$ cat src/verilog/pbmc_pkg.sv
package pbmc_pkg;

  // clock rate of the management block
  localparam int CLK_MHZ = 250;

  // register map
  localparam logic [4:0] REG_BASIC_MODE_CONTROL = 5'h00;
  localparam int DATA_W = 16;

  // field positions within basic_mode_control
  localparam int BIT_SOFT_RESET = 15;
  localparam int BIT_LOOPBACK = 14;
  localparam int BIT_SPEED100 = 13;
  localparam int BIT_AN_ENABLE = 12;
  localparam int BIT_POWER_DOWN = 11;
  localparam int BIT_ISOLATE = 10;
  localparam int BIT_AN_RESTART = 9;
  localparam int BIT_FULL_DUPLEX = 8;

  // values after reset of the non-strapped bits
  localparam logic RST_LOOPBACK = 1'b0;
  localparam logic RST_POWER_DOWN = 1'b0;
  localparam logic RST_ISOLATE = 1'b0;
  localparam logic RST_AN_RESTART = 1'b0;
  localparam logic [7:0] LOW_BYTE_READ = 8'h00;

  // soft reset length: least time, rounded up
  localparam int SOFT_RESET_NS = 1000;
  localparam int CNT_W = 16;
  localparam logic [CNT_W-1:0] SOFT_RESET_CYCLES = CNT_W'((SOFT_RESET_NS * CLK_MHZ + 999) / 1000);

  // loopback dead time: longest time, rounded down
  localparam int LOOP_DEAD_US = 500;
  localparam int DEAD_W = 17;
  localparam int LOOP_DEAD_CYCLES = LOOP_DEAD_US * CLK_MHZ;

  // cycles from rst_n release until strap pins are through the synchroniser
  localparam logic [1:0] STRAP_WAIT_CYCLES = 2'h3;

  // management frame fields
  localparam logic [1:0] OP_WRITE = 2'h1;
  localparam logic [1:0] OP_READ = 2'h2;
  localparam logic [4:0] OP_BITS = 5'h02;
  localparam logic [4:0] ADDR_BITS = 5'h05;
  localparam logic [4:0] TA_BITS = 5'h02;
  localparam logic [4:0] DATA_BITS = 5'h10;

  typedef enum logic [2:0] {
    MS_IDLE = 3'b000,
    MS_START = 3'b001,
    MS_OP = 3'b010,
    MS_PHYAD = 3'b011,
    MS_REGAD = 3'b100,
    MS_TA = 3'b101,
    MS_WDATA = 3'b110,
    MS_RDATA = 3'b111
  } pbmc_mstate_e;

  typedef struct packed {
    logic anEnable;
    logic speed100;
    logic fullDuplex;
    logic [4:0] phyAddr;
  } pbmc_strap_s;

  typedef struct packed {
    logic loopback;
    logic speed100;
    logic anEnable;
    logic powerDown;
    logic isolate;
    logic fullDuplex;
  } pbmc_ctl_s;

  typedef struct packed {
    logic dv;
    logic er;
    logic [3:0] d;
  } pbmc_mii_s;

endpackage

$ cat src/verilog/pbmc_top.sv
// Functional notes
// - soft reset bit reads one, then self-clears
// - soft reset re-samples strap inputs
// - loopback routes transmit data into receive
// - loopback may withhold receive data 500us
// - manual speed bit: one 100, zero 10
// - autoneg enable resets from strap input
// - autoneg on ignores speed and duplex bits
// - autoneg off uses speed and duplex bits
// - power down stops all but registers
// - isolate cuts mii, management keeps working
// - restart bit re-initiates autoneg when enabled
// - restart write ignored while autoneg disabled
// - restart bit reads one until initiated
// - writing zero to restart never disturbs running autoneg while enable stays one
// - duplex bit selects duplex when autoneg off
// - duplex one full, zero half
`timescale 1ns/1ps
module pbmc_top #(
  parameter int LOOP_DEAD_CYCLES = pbmc_pkg::LOOP_DEAD_CYCLES
) (
  // clock and reset
  input wire logic clk,
  input wire logic rst_n,
  // serial management pins
  input wire logic mdc,
  input wire logic mdioIn,
  output logic mdioOut,
  output logic mdioOe_n,
  // strap pins
  input wire pbmc_pkg::pbmc_strap_s strapPins,
  // auto-negotiation engine
  input wire logic anStarted,
  input wire logic anSpeed100,
  input wire logic anFullDuplex,
  output logic anEnabled,
  output logic anRestart,
  // operating mode to the phy core
  output logic softResetBusy,
  output logic opSpeed100,
  output logic opFullDuplex,
  output logic powerDown,
  output logic isolate,
  // mac side mii
  input wire pbmc_pkg::pbmc_mii_s macTx,
  output pbmc_pkg::pbmc_mii_s macRx,
  output logic macRxOe_n,
  // line side
  input wire pbmc_pkg::pbmc_mii_s lineRx,
  output pbmc_pkg::pbmc_mii_s lineTx
);
  import pbmc_pkg::*;

  typedef struct packed {
    logic [2:0] mdcSync;
    logic [1:0] mdioSync;
    pbmc_strap_s strapSync1;
    pbmc_strap_s strapSync2;
    logic [1:0] strapWait;
    logic [4:0] phyAddr;
    pbmc_ctl_s ctl;
    logic [CNT_W-1:0] rstCnt;
    logic restartPend;
    logic opSpeed100;
    logic opFullDuplex;
    pbmc_mstate_e mst;
    logic [4:0] bitCnt;
    logic [1:0] op;
    logic [4:0] phyAd;
    logic [4:0] regAd;
    logic [DATA_W-1:0] shift;
    logic mdioOut;
    logic mdioOe_n;
  } pbmc_top_s;

  pbmc_top_s s_reg;
  pbmc_top_s s_next;
  logic mdcRise;
  logic mdioBit;
  logic frameHit;
  logic writeHit;
  logic [DATA_W-1:0] wData;
  logic [DATA_W-1:0] readValue;
  logic resetDone;

  assign mdcRise = s_reg.mdcSync[1] && !s_reg.mdcSync[2];
  assign mdioBit = s_reg.mdioSync[1];
  assign frameHit = s_reg.phyAd == s_reg.phyAddr && s_reg.regAd == REG_BASIC_MODE_CONTROL;
  assign wData = {s_reg.shift[DATA_W-2:0], mdioBit};
  assign writeHit = mdcRise && s_reg.mst == MS_WDATA && s_reg.bitCnt == DATA_BITS - 5'h01
    && s_reg.op == OP_WRITE && frameHit;
  assign resetDone = s_reg.rstCnt == CNT_W'(1);

  // busy and restart show live state, not stored write data
  always_comb begin
    readValue = '0;
    readValue[BIT_SOFT_RESET] = s_reg.rstCnt != '0;
    readValue[BIT_LOOPBACK] = s_reg.ctl.loopback;
    readValue[BIT_SPEED100] = s_reg.ctl.speed100;
    readValue[BIT_AN_ENABLE] = s_reg.ctl.anEnable;
    readValue[BIT_POWER_DOWN] = s_reg.ctl.powerDown;
    readValue[BIT_ISOLATE] = s_reg.ctl.isolate;
    readValue[BIT_AN_RESTART] = s_reg.restartPend;
    readValue[BIT_FULL_DUPLEX] = s_reg.ctl.fullDuplex;
    readValue[7:0] = LOW_BYTE_READ;
  end

  always_comb begin
    s_next = s_reg;
    s_next.mdcSync = {s_reg.mdcSync[1:0], mdc};
    s_next.mdioSync = {s_reg.mdioSync[0], mdioIn};
    s_next.strapSync1 = strapPins;
    s_next.strapSync2 = s_reg.strapSync1;

    // power-on strap capture once the synchroniser holds pin values
    if (s_reg.strapWait != '0) begin
      s_next.strapWait = s_reg.strapWait - 2'h1;
      if (s_reg.strapWait == 2'h1) begin
        s_next.phyAddr = s_reg.strapSync2.phyAddr;
        s_next.ctl.anEnable = s_reg.strapSync2.anEnable;
        s_next.ctl.speed100 = s_reg.strapSync2.speed100;
        s_next.ctl.fullDuplex = s_reg.strapSync2.fullDuplex;
      end
    end

    // management frame engine, one step per mdc rising edge
    if (mdcRise) begin
      s_next.bitCnt = s_reg.bitCnt + 5'h01;
      case (s_reg.mst)
        MS_IDLE: begin
          if (!mdioBit) begin
            s_next.mst = MS_START;
          end
        end
        MS_START: begin
          s_next.bitCnt = '0;
          s_next.mst = mdioBit ? MS_OP : MS_IDLE;
        end
        MS_OP: begin
          s_next.op = {s_reg.op[0], mdioBit};
          if (s_reg.bitCnt == OP_BITS - 5'h01) begin
            s_next.bitCnt = '0;
            s_next.mst = MS_PHYAD;
          end
        end
        MS_PHYAD: begin
          s_next.phyAd = {s_reg.phyAd[3:0], mdioBit};
          if (s_reg.bitCnt == ADDR_BITS - 5'h01) begin
            s_next.bitCnt = '0;
            s_next.mst = MS_REGAD;
          end
        end
        MS_REGAD: begin
          s_next.regAd = {s_reg.regAd[3:0], mdioBit};
          s_next.bitCnt = '0;
          if (s_reg.bitCnt == ADDR_BITS - 5'h01) begin
            s_next.mst = MS_TA;
          end else begin
            s_next.bitCnt = s_reg.bitCnt + 5'h01;
          end
        end
        MS_TA: begin
          // serial management keeps answering even while isolated
          if (s_reg.op == OP_READ) begin
            s_next.bitCnt = '0;
            if (s_reg.phyAd == s_reg.phyAddr) begin
              s_next.mdioOut = 1'b0;
              s_next.mdioOe_n = 1'b0;
              s_next.shift = (s_reg.regAd == REG_BASIC_MODE_CONTROL) ? readValue : '0;
              s_next.mst = MS_RDATA;
            end else begin
              s_next.mst = MS_IDLE;
            end
          end else if (s_reg.op == OP_WRITE && s_reg.bitCnt == TA_BITS - 5'h01) begin
            s_next.bitCnt = '0;
            s_next.mst = MS_WDATA;
          end else if (s_reg.op != OP_WRITE) begin
            s_next.mst = MS_IDLE;
          end
        end
        MS_WDATA: begin
          s_next.shift = wData;
          if (s_reg.bitCnt == DATA_BITS - 5'h01) begin
            s_next.mst = MS_IDLE;
          end
        end
        MS_RDATA: begin
          if (s_reg.bitCnt == DATA_BITS) begin
            s_next.mdioOe_n = 1'b1;
            s_next.mst = MS_IDLE;
          end else begin
            s_next.mdioOut = s_reg.shift[DATA_W-1];
            s_next.shift = {s_reg.shift[DATA_W-2:0], 1'b0};
          end
        end
        default: begin
          s_next.mst = MS_IDLE;
        end
      endcase
    end

    // initiation by the engine clears, a new request set below wins
    if (anStarted || !s_reg.ctl.anEnable) begin
      s_next.restartPend = 1'b0;
    end

    // writes during a soft reset are dropped; the core is being re-strapped
    if (writeHit && s_reg.rstCnt == '0) begin
      s_next.ctl.loopback = wData[BIT_LOOPBACK];
      s_next.ctl.speed100 = wData[BIT_SPEED100];
      s_next.ctl.anEnable = wData[BIT_AN_ENABLE];
      s_next.ctl.powerDown = wData[BIT_POWER_DOWN];
      s_next.ctl.isolate = wData[BIT_ISOLATE];
      s_next.ctl.fullDuplex = wData[BIT_FULL_DUPLEX];
      if (wData[BIT_SOFT_RESET]) begin
        s_next.rstCnt = SOFT_RESET_CYCLES;
      end
      // a zero leaves a pending or running restart alone while enable is written one
      if (wData[BIT_AN_RESTART] && wData[BIT_AN_ENABLE]) begin
        s_next.restartPend = 1'b1;
      end else if (!wData[BIT_AN_ENABLE]) begin
        s_next.restartPend = 1'b0;
      end
    end else if (s_reg.rstCnt != '0) begin
      s_next.rstCnt = s_reg.rstCnt - CNT_W'(1);
      if (resetDone) begin
        s_next.phyAddr = s_reg.strapSync2.phyAddr;
        s_next.ctl.anEnable = s_reg.strapSync2.anEnable;
        s_next.ctl.speed100 = s_reg.strapSync2.speed100;
        s_next.ctl.fullDuplex = s_reg.strapSync2.fullDuplex;
        s_next.ctl.loopback = RST_LOOPBACK;
        s_next.ctl.powerDown = RST_POWER_DOWN;
        s_next.ctl.isolate = RST_ISOLATE;
        s_next.restartPend = RST_AN_RESTART;
      end
    end

    // resolved mode: manual bits only count with autoneg off
    if (s_reg.ctl.anEnable) begin
      s_next.opSpeed100 = anSpeed100;
      s_next.opFullDuplex = anFullDuplex;
    end else begin
      s_next.opSpeed100 = s_reg.ctl.speed100;
      s_next.opFullDuplex = s_reg.ctl.fullDuplex;
    end
  end

  always_ff @(posedge clk) begin
    if (!rst_n) begin
      s_reg <= '0;
      s_reg.mdcSync <= 3'h7;
      s_reg.mdioSync <= 2'h3;
      s_reg.strapWait <= STRAP_WAIT_CYCLES;
      s_reg.mst <= MS_IDLE;
      s_reg.mdioOut <= 1'b1;
      s_reg.mdioOe_n <= 1'b1;
    end else begin
      s_reg <= s_next;
    end
  end

  assign mdioOut = s_reg.mdioOut;
  assign mdioOe_n = s_reg.mdioOe_n;
  assign anEnabled = s_reg.ctl.anEnable;
  assign anRestart = s_reg.restartPend;
  assign softResetBusy = s_reg.rstCnt != '0;
  assign opSpeed100 = s_reg.opSpeed100;
  assign opFullDuplex = s_reg.opFullDuplex;
  assign powerDown = s_reg.ctl.powerDown;
  assign isolate = s_reg.ctl.isolate;

  pbmc_mii_path #(
    .DEAD_CYCLES(LOOP_DEAD_CYCLES)
  ) u_path (
    .clk(clk),
    .rst_n(rst_n),
    .loopback(s_reg.ctl.loopback),
    .isolate(s_reg.ctl.isolate),
    .powerDown(s_reg.ctl.powerDown),
    .macTx(macTx),
    .macRx(macRx),
    .macRxOe_n(macRxOe_n),
    .lineRx(lineRx),
    .lineTx(lineTx)
  );
endmodule

$ cat src/verilog/pbmc_mii_path.sv
`timescale 1ns/1ps
module pbmc_mii_path #(
  parameter int DEAD_CYCLES = pbmc_pkg::LOOP_DEAD_CYCLES
) (
  // clock and reset
  input wire logic clk,
  input wire logic rst_n,
  // control from the register bank
  input wire logic loopback,
  input wire logic isolate,
  input wire logic powerDown,
  // mac side
  input wire pbmc_pkg::pbmc_mii_s macTx,
  output pbmc_pkg::pbmc_mii_s macRx,
  output logic macRxOe_n,
  // line side
  input wire pbmc_pkg::pbmc_mii_s lineRx,
  output pbmc_pkg::pbmc_mii_s lineTx
);
  import pbmc_pkg::*;

  typedef struct packed {
    logic loopPrev;
    logic [DEAD_W-1:0] deadCnt;
    pbmc_mii_s rxOut;
    pbmc_mii_s txOut;
  } pbmc_path_s;

  pbmc_path_s s_reg;
  pbmc_path_s s_next;

  always_comb begin
    s_next = s_reg;
    s_next.loopPrev = loopback;
    // descrambler resync window after loopback turns on
    if (loopback && !s_reg.loopPrev) begin
      s_next.deadCnt = DEAD_W'(DEAD_CYCLES - 1);
    end else if (s_reg.deadCnt != '0) begin
      s_next.deadCnt = s_reg.deadCnt - DEAD_W'(1);
    end
    if (powerDown || isolate) begin
      s_next.rxOut = '0;
    end else if (loopback) begin
      s_next.rxOut = macTx;
      // the edge cycle itself is withheld too, the counter only loads then
      if (s_reg.deadCnt != '0 || !s_reg.loopPrev) begin
        s_next.rxOut.dv = 1'b0;
      end
    end else begin
      s_next.rxOut = lineRx;
    end
    // loopback keeps transmit data off the line
    if (powerDown || isolate || loopback) begin
      s_next.txOut = '0;
    end else begin
      s_next.txOut = macTx;
    end
  end

  always_ff @(posedge clk) begin
    if (!rst_n) begin
      s_reg <= '0;
    end else begin
      s_reg <= s_next;
    end
  end

  assign macRx = s_reg.rxOut;
  assign lineTx = s_reg.txOut;
  assign macRxOe_n = isolate;
endmodule

$ cat config.mk
export PLATFORM = sky130hd
export DESIGN_NAME = pbmc_top
export DESIGN_NICKNAME = d
export VERILOG_FILES = /design/src/verilog/pbmc_pkg.sv /design/src/verilog/pbmc_top.sv /design/src/verilog/pbmc_mii_path.sv
export SDC_FILE = /design/constraint.sdc
export NUM_CORES = 1
export LEC_CHECK = 0
export ABC_AREA = 1
export BUFFER_PORTS_ARGS = -buffer_cell sky130_fd_sc_hd__buf_2
export CELL_PAD_IN_SITES_DETAIL_PLACEMENT = 1
export CELL_PAD_IN_SITES_GLOBAL_PLACEMENT = 2
export CORE_ASPECT_RATIO = 2
export CORE_MARGIN = 2
export CORE_UTILIZATION = 34
export CTS_CLUSTER_DIAMETER = 200
export DETAILED_ROUTE_END_ITERATION = 10
export GPL_TIMING_DRIVEN = 0
export PLACE_DENSITY_LB_ADDON = 0.1
export SYNTH_ARGS = -nofsm -noshare
export SYNTH_HDL_FRONTEND = slang
export SYNTH_SLANG_ARGS = --single-unit
$ cat constraint.sdc
create_clock -name clk -period 4.7 [get_ports clk]
set_input_delay 0.94 -clock clk [delete_from_list [all_inputs] [get_ports clk]]
set_output_delay 0.94 -clock clk [all_outputs]
set_load 0.01 [all_outputs]
==> metrics.md <==
| Metric | Value |
|---|---|
| Share of cells above drive strength 1 | 0.150 |
| First-pass DRT Iterations | 4 |
| Mapped Nets | 868 |
| Crit path max-delay family | simple AND/OR/NAND/NOR gates |
| Post-CTS Setup Bufs | 0 |
| Post-Route Setup TNS | 0 ns |
| Crit path kind | flop to primary output |
| Level count of the clock H-tree | 4 |
| Die Ht | 190 um |
| Final Net Count | 935 |
| Clock Tree Buf Depth | 2 |
| Final setup fails | 0 |
| Drt drc | 0 |
| Rel. slew slack | 0.524 |
| Final hold vios | 0 |
| RSZ-0062 raised after global routing | false |
| Vias per cell | 4.82 |
| Final Critical Period | 2.60 ns |
| Yosys reg bits | 121 |
| Root Driver | clkbuf_16 |
| Leakage dissipation | 3.32 nW |
| Hold_sp | s_next[71] |
| Worst EP arrival | 1.66 ns |
| Die Area | 18,400 um^2 |
| Yosys Warn Count | 0 |
| Slowest stage delay, CP | 0.34 ns |
| Die span in x | 96.9 um |
| Vias in the first global route | 5,426 |
| Reg clk slew, reported paths | 0.05 ns |
| Overflow after GRT | 0 |
| Fin. max-slew vios | 0 |
| Worst reg2reg endpoint | readValue[8] |
| # IOs | 49 |
| CTS hold repair buffers | 0 |
| Pin count of the biggest net entering global routing | 17 |
| Count of cell types in the netlist | 40 |
| FF-to-FF setup slack | 2.61 ns |
| MaxCap Viol Count | 0 |
| Post-Synthesis Cells | 831 |
| Final ANT Viol Nets | 0 |
| CP max-delay cell | dfxtp_1 |
| Synthesized area | 5870 um^2 |
| Core region area | 17,100 um^2 |
| Initial antenna violation count | 0 |
| FF-to-FF path depth | 11 |
| WHS Endpoint | s_reg[71] |
| Clk Latency, worst-skew pair | 0.43 ns |
| IO buf count | 48 |
| Worst vdd ir | 279 uV |
| Critical Path Source Type | flop |
| Routed wire per std cell | 14.4 um |
| Gr usage total | 0.185 |
| Vias | 5,401 |
| Prevailing post-synth register cell | dfxtp_1 |
| Starting density of the core | 0.343 |
| Worst r2r src | s_reg[30] |
| Syn-to-layout area delta | 19.2% |
| Global-route wire length before repair | 27,200 um |
| Max reg flops | 68 |
| DR iter-0 viols | 147 |
| Fin crit share | 0.553 |
| P per Cell Area | 590 nW/um^2 |
| Tightest Pin Transition | 0.713 ns |
| Outcome | finished clean |
| Buf/Inv on CP | 1 |
| Row count | 68 |
| Final Power | 4.13 mW |
| Critical path launch point | s_reg[51] |
| Ant. Diodes | 0 |
| Seq/Total Area, Yosys | 0.413 |
| Detail Placement HPWL | 11,800 um |
| Hold depth | 2 |
| EDFF count, synth | 0 |
| Routed WL | 16,100 um |
| CTS Buf Count | 17 |
| CTS tree | done |
| Highest Clock Rate | 0.385 GHz |
| Clock sinks | 121 |
| CP endpoint kind | primary output |
| Gates resized, CTS repair | 0 |
| Async set-reset flop share out of synthesis | 0 |
| Gp weighted congestion | 0.802 |
| Mapped Avg Cell Area | 7.06 um^2 |
| Critical Path Fanout Max | 8 |
| Min-delay worst type | flop to flop |
| Clock Skew | 0.00848 ns |
| CP Cell Sequence | nor2_1, nand2_1, nor2_4, nand3_2, buf_2 |
| WP data required | 3.76 ns |
## worst max path at each step
stage | to | cells past startpoint
after global routing | softResetBusy | 5
final | softResetBusy | 5
after floorplan | softResetBusy | 4
after global placement | s_reg[74] | 5
after detailed placement | s_reg[74] | 5
after CTS | softResetBusy | 5
## tightest hold or removal path, stage by stage, from the launching register on
cell,delay (ns)
dfxtp_1,0.30
nand2_1,0.05
inv_1,0.04
## cell usage after synthesis (2+ instances only)
master	instances	area, um^2
inv_1	93	349
nand2_4	3	33.8
xor2_1	12	105
nand3b_1	4	30.0
o21ai_0	32	160
inv_2	5	18.8
clkbuf_1	10	37.5
nand2_2	3	18.8
xnor2_1	7	61.3
buf_2	2	10.0
nor2_4	2	22.5
nand3_1	58	290
nand4_2	2	25.0
nor2_2	7	43.8
ha_1	10	125
buf_6	6	67.6
a21oi_1	49	245
nand3_2	3	30.0
dfxtp_1	121	2420
o21ai_1	3	15.0
nor3_1	15	75.1
or2_2	5	31.3
nand4_1	16	100
nor3_2	2	20.0
buf_4	13	97.6
o21a_1	2	15.0
a22oi_1	7	52.6
nand2_1	197	739
nor2_1	130	488
buf_1	2	7.51
## layout make-up
class                   instances  area (um^2)
clock buffers                  20          447
flip-flops and latches        121         2420
inverters                     100          377
fillers                      2184        10100
multi-input cells             577         2850
repair buffers                 48          240
well taps                     210          263
clock inverters                12          174
plain buffers                  33          220
## metal layers
| metal | GRT usage | part of all wire |
|---|---|---|
| met5 | 0 | 0 |
| met4 | 0.0661 | 0.017 |
| met3 | 0.0386 | 0.033 |
| met2 | 0.321 | 0.49 |
| met1 | 0.224 | 0.46 |
## metrics by stage
| step | setup slack, ns | cells | hold WS [ns] | utilization | cell area [um^2] |
|---|---|---|---|---|---|
| finish | 2.10 | 1121 | 0.414 | 0.409 | 6990 |
| CTS | 2.07 | 1121 | 0.419 | 0.409 | 6990 |
| detailed placement | 2.27 | 1089 | 0.405 | 0.372 | 6370 |
| floorplan | 2.88 | 831 | 0.390 | - | 5870 |
| global route | 1.95 | 1121 | 0.424 | 0.409 | 6990 |
| global placement | 2.27 | 1089 | 0.394 | 0.372 | 6370 |
## cell families (layout without fill, tap and decap cells)
family | Yosys count | count (layout) | share of synthesized area
compound gates | 96 | 96 | 0.0890
xor+xnor | 19 | 19 | 0.0284
fa+ha+maj | 10 | 10 | 0.0213
buf+inv | 133 | 213 | 0.102
flops | 121 | 121 | 0.413
simple gates | 452 | 452 | 0.347
## power breakdown
part           leakage [nW]  internal [mW]  switching [mW]
registers             0.990           1.18           0.124
clock network         0.304          0.899           0.487
logic                  2.02          0.506           0.933
## cell usage in the layout (no fill, tap or decap), types with 3 or more instances in the layout
master and n:
nor2_2 7, clkinv_2 5, inv_2 5, inv_1 93
nand3_1 58, nor2_1 130, dfxtp_1 121, buf_4 13
bufinv_16 4, nand3_2 3, clkinv_4 3, o21ai_1 3
xnor2_1 7, or2_2 5, clkbuf_1 12, nand3b_1 4
nand2_2 3, a21oi_1 49, buf_6 6, xor2_1 12
a22oi_1 7, nand4_1 16, nand2_4 3, ha_1 10
nor3_1 15, o21ai_0 32, buf_2 50, nand2_1 197
clkbuf_16 17
No activity file was read; power rests on OpenSTA's default activity.
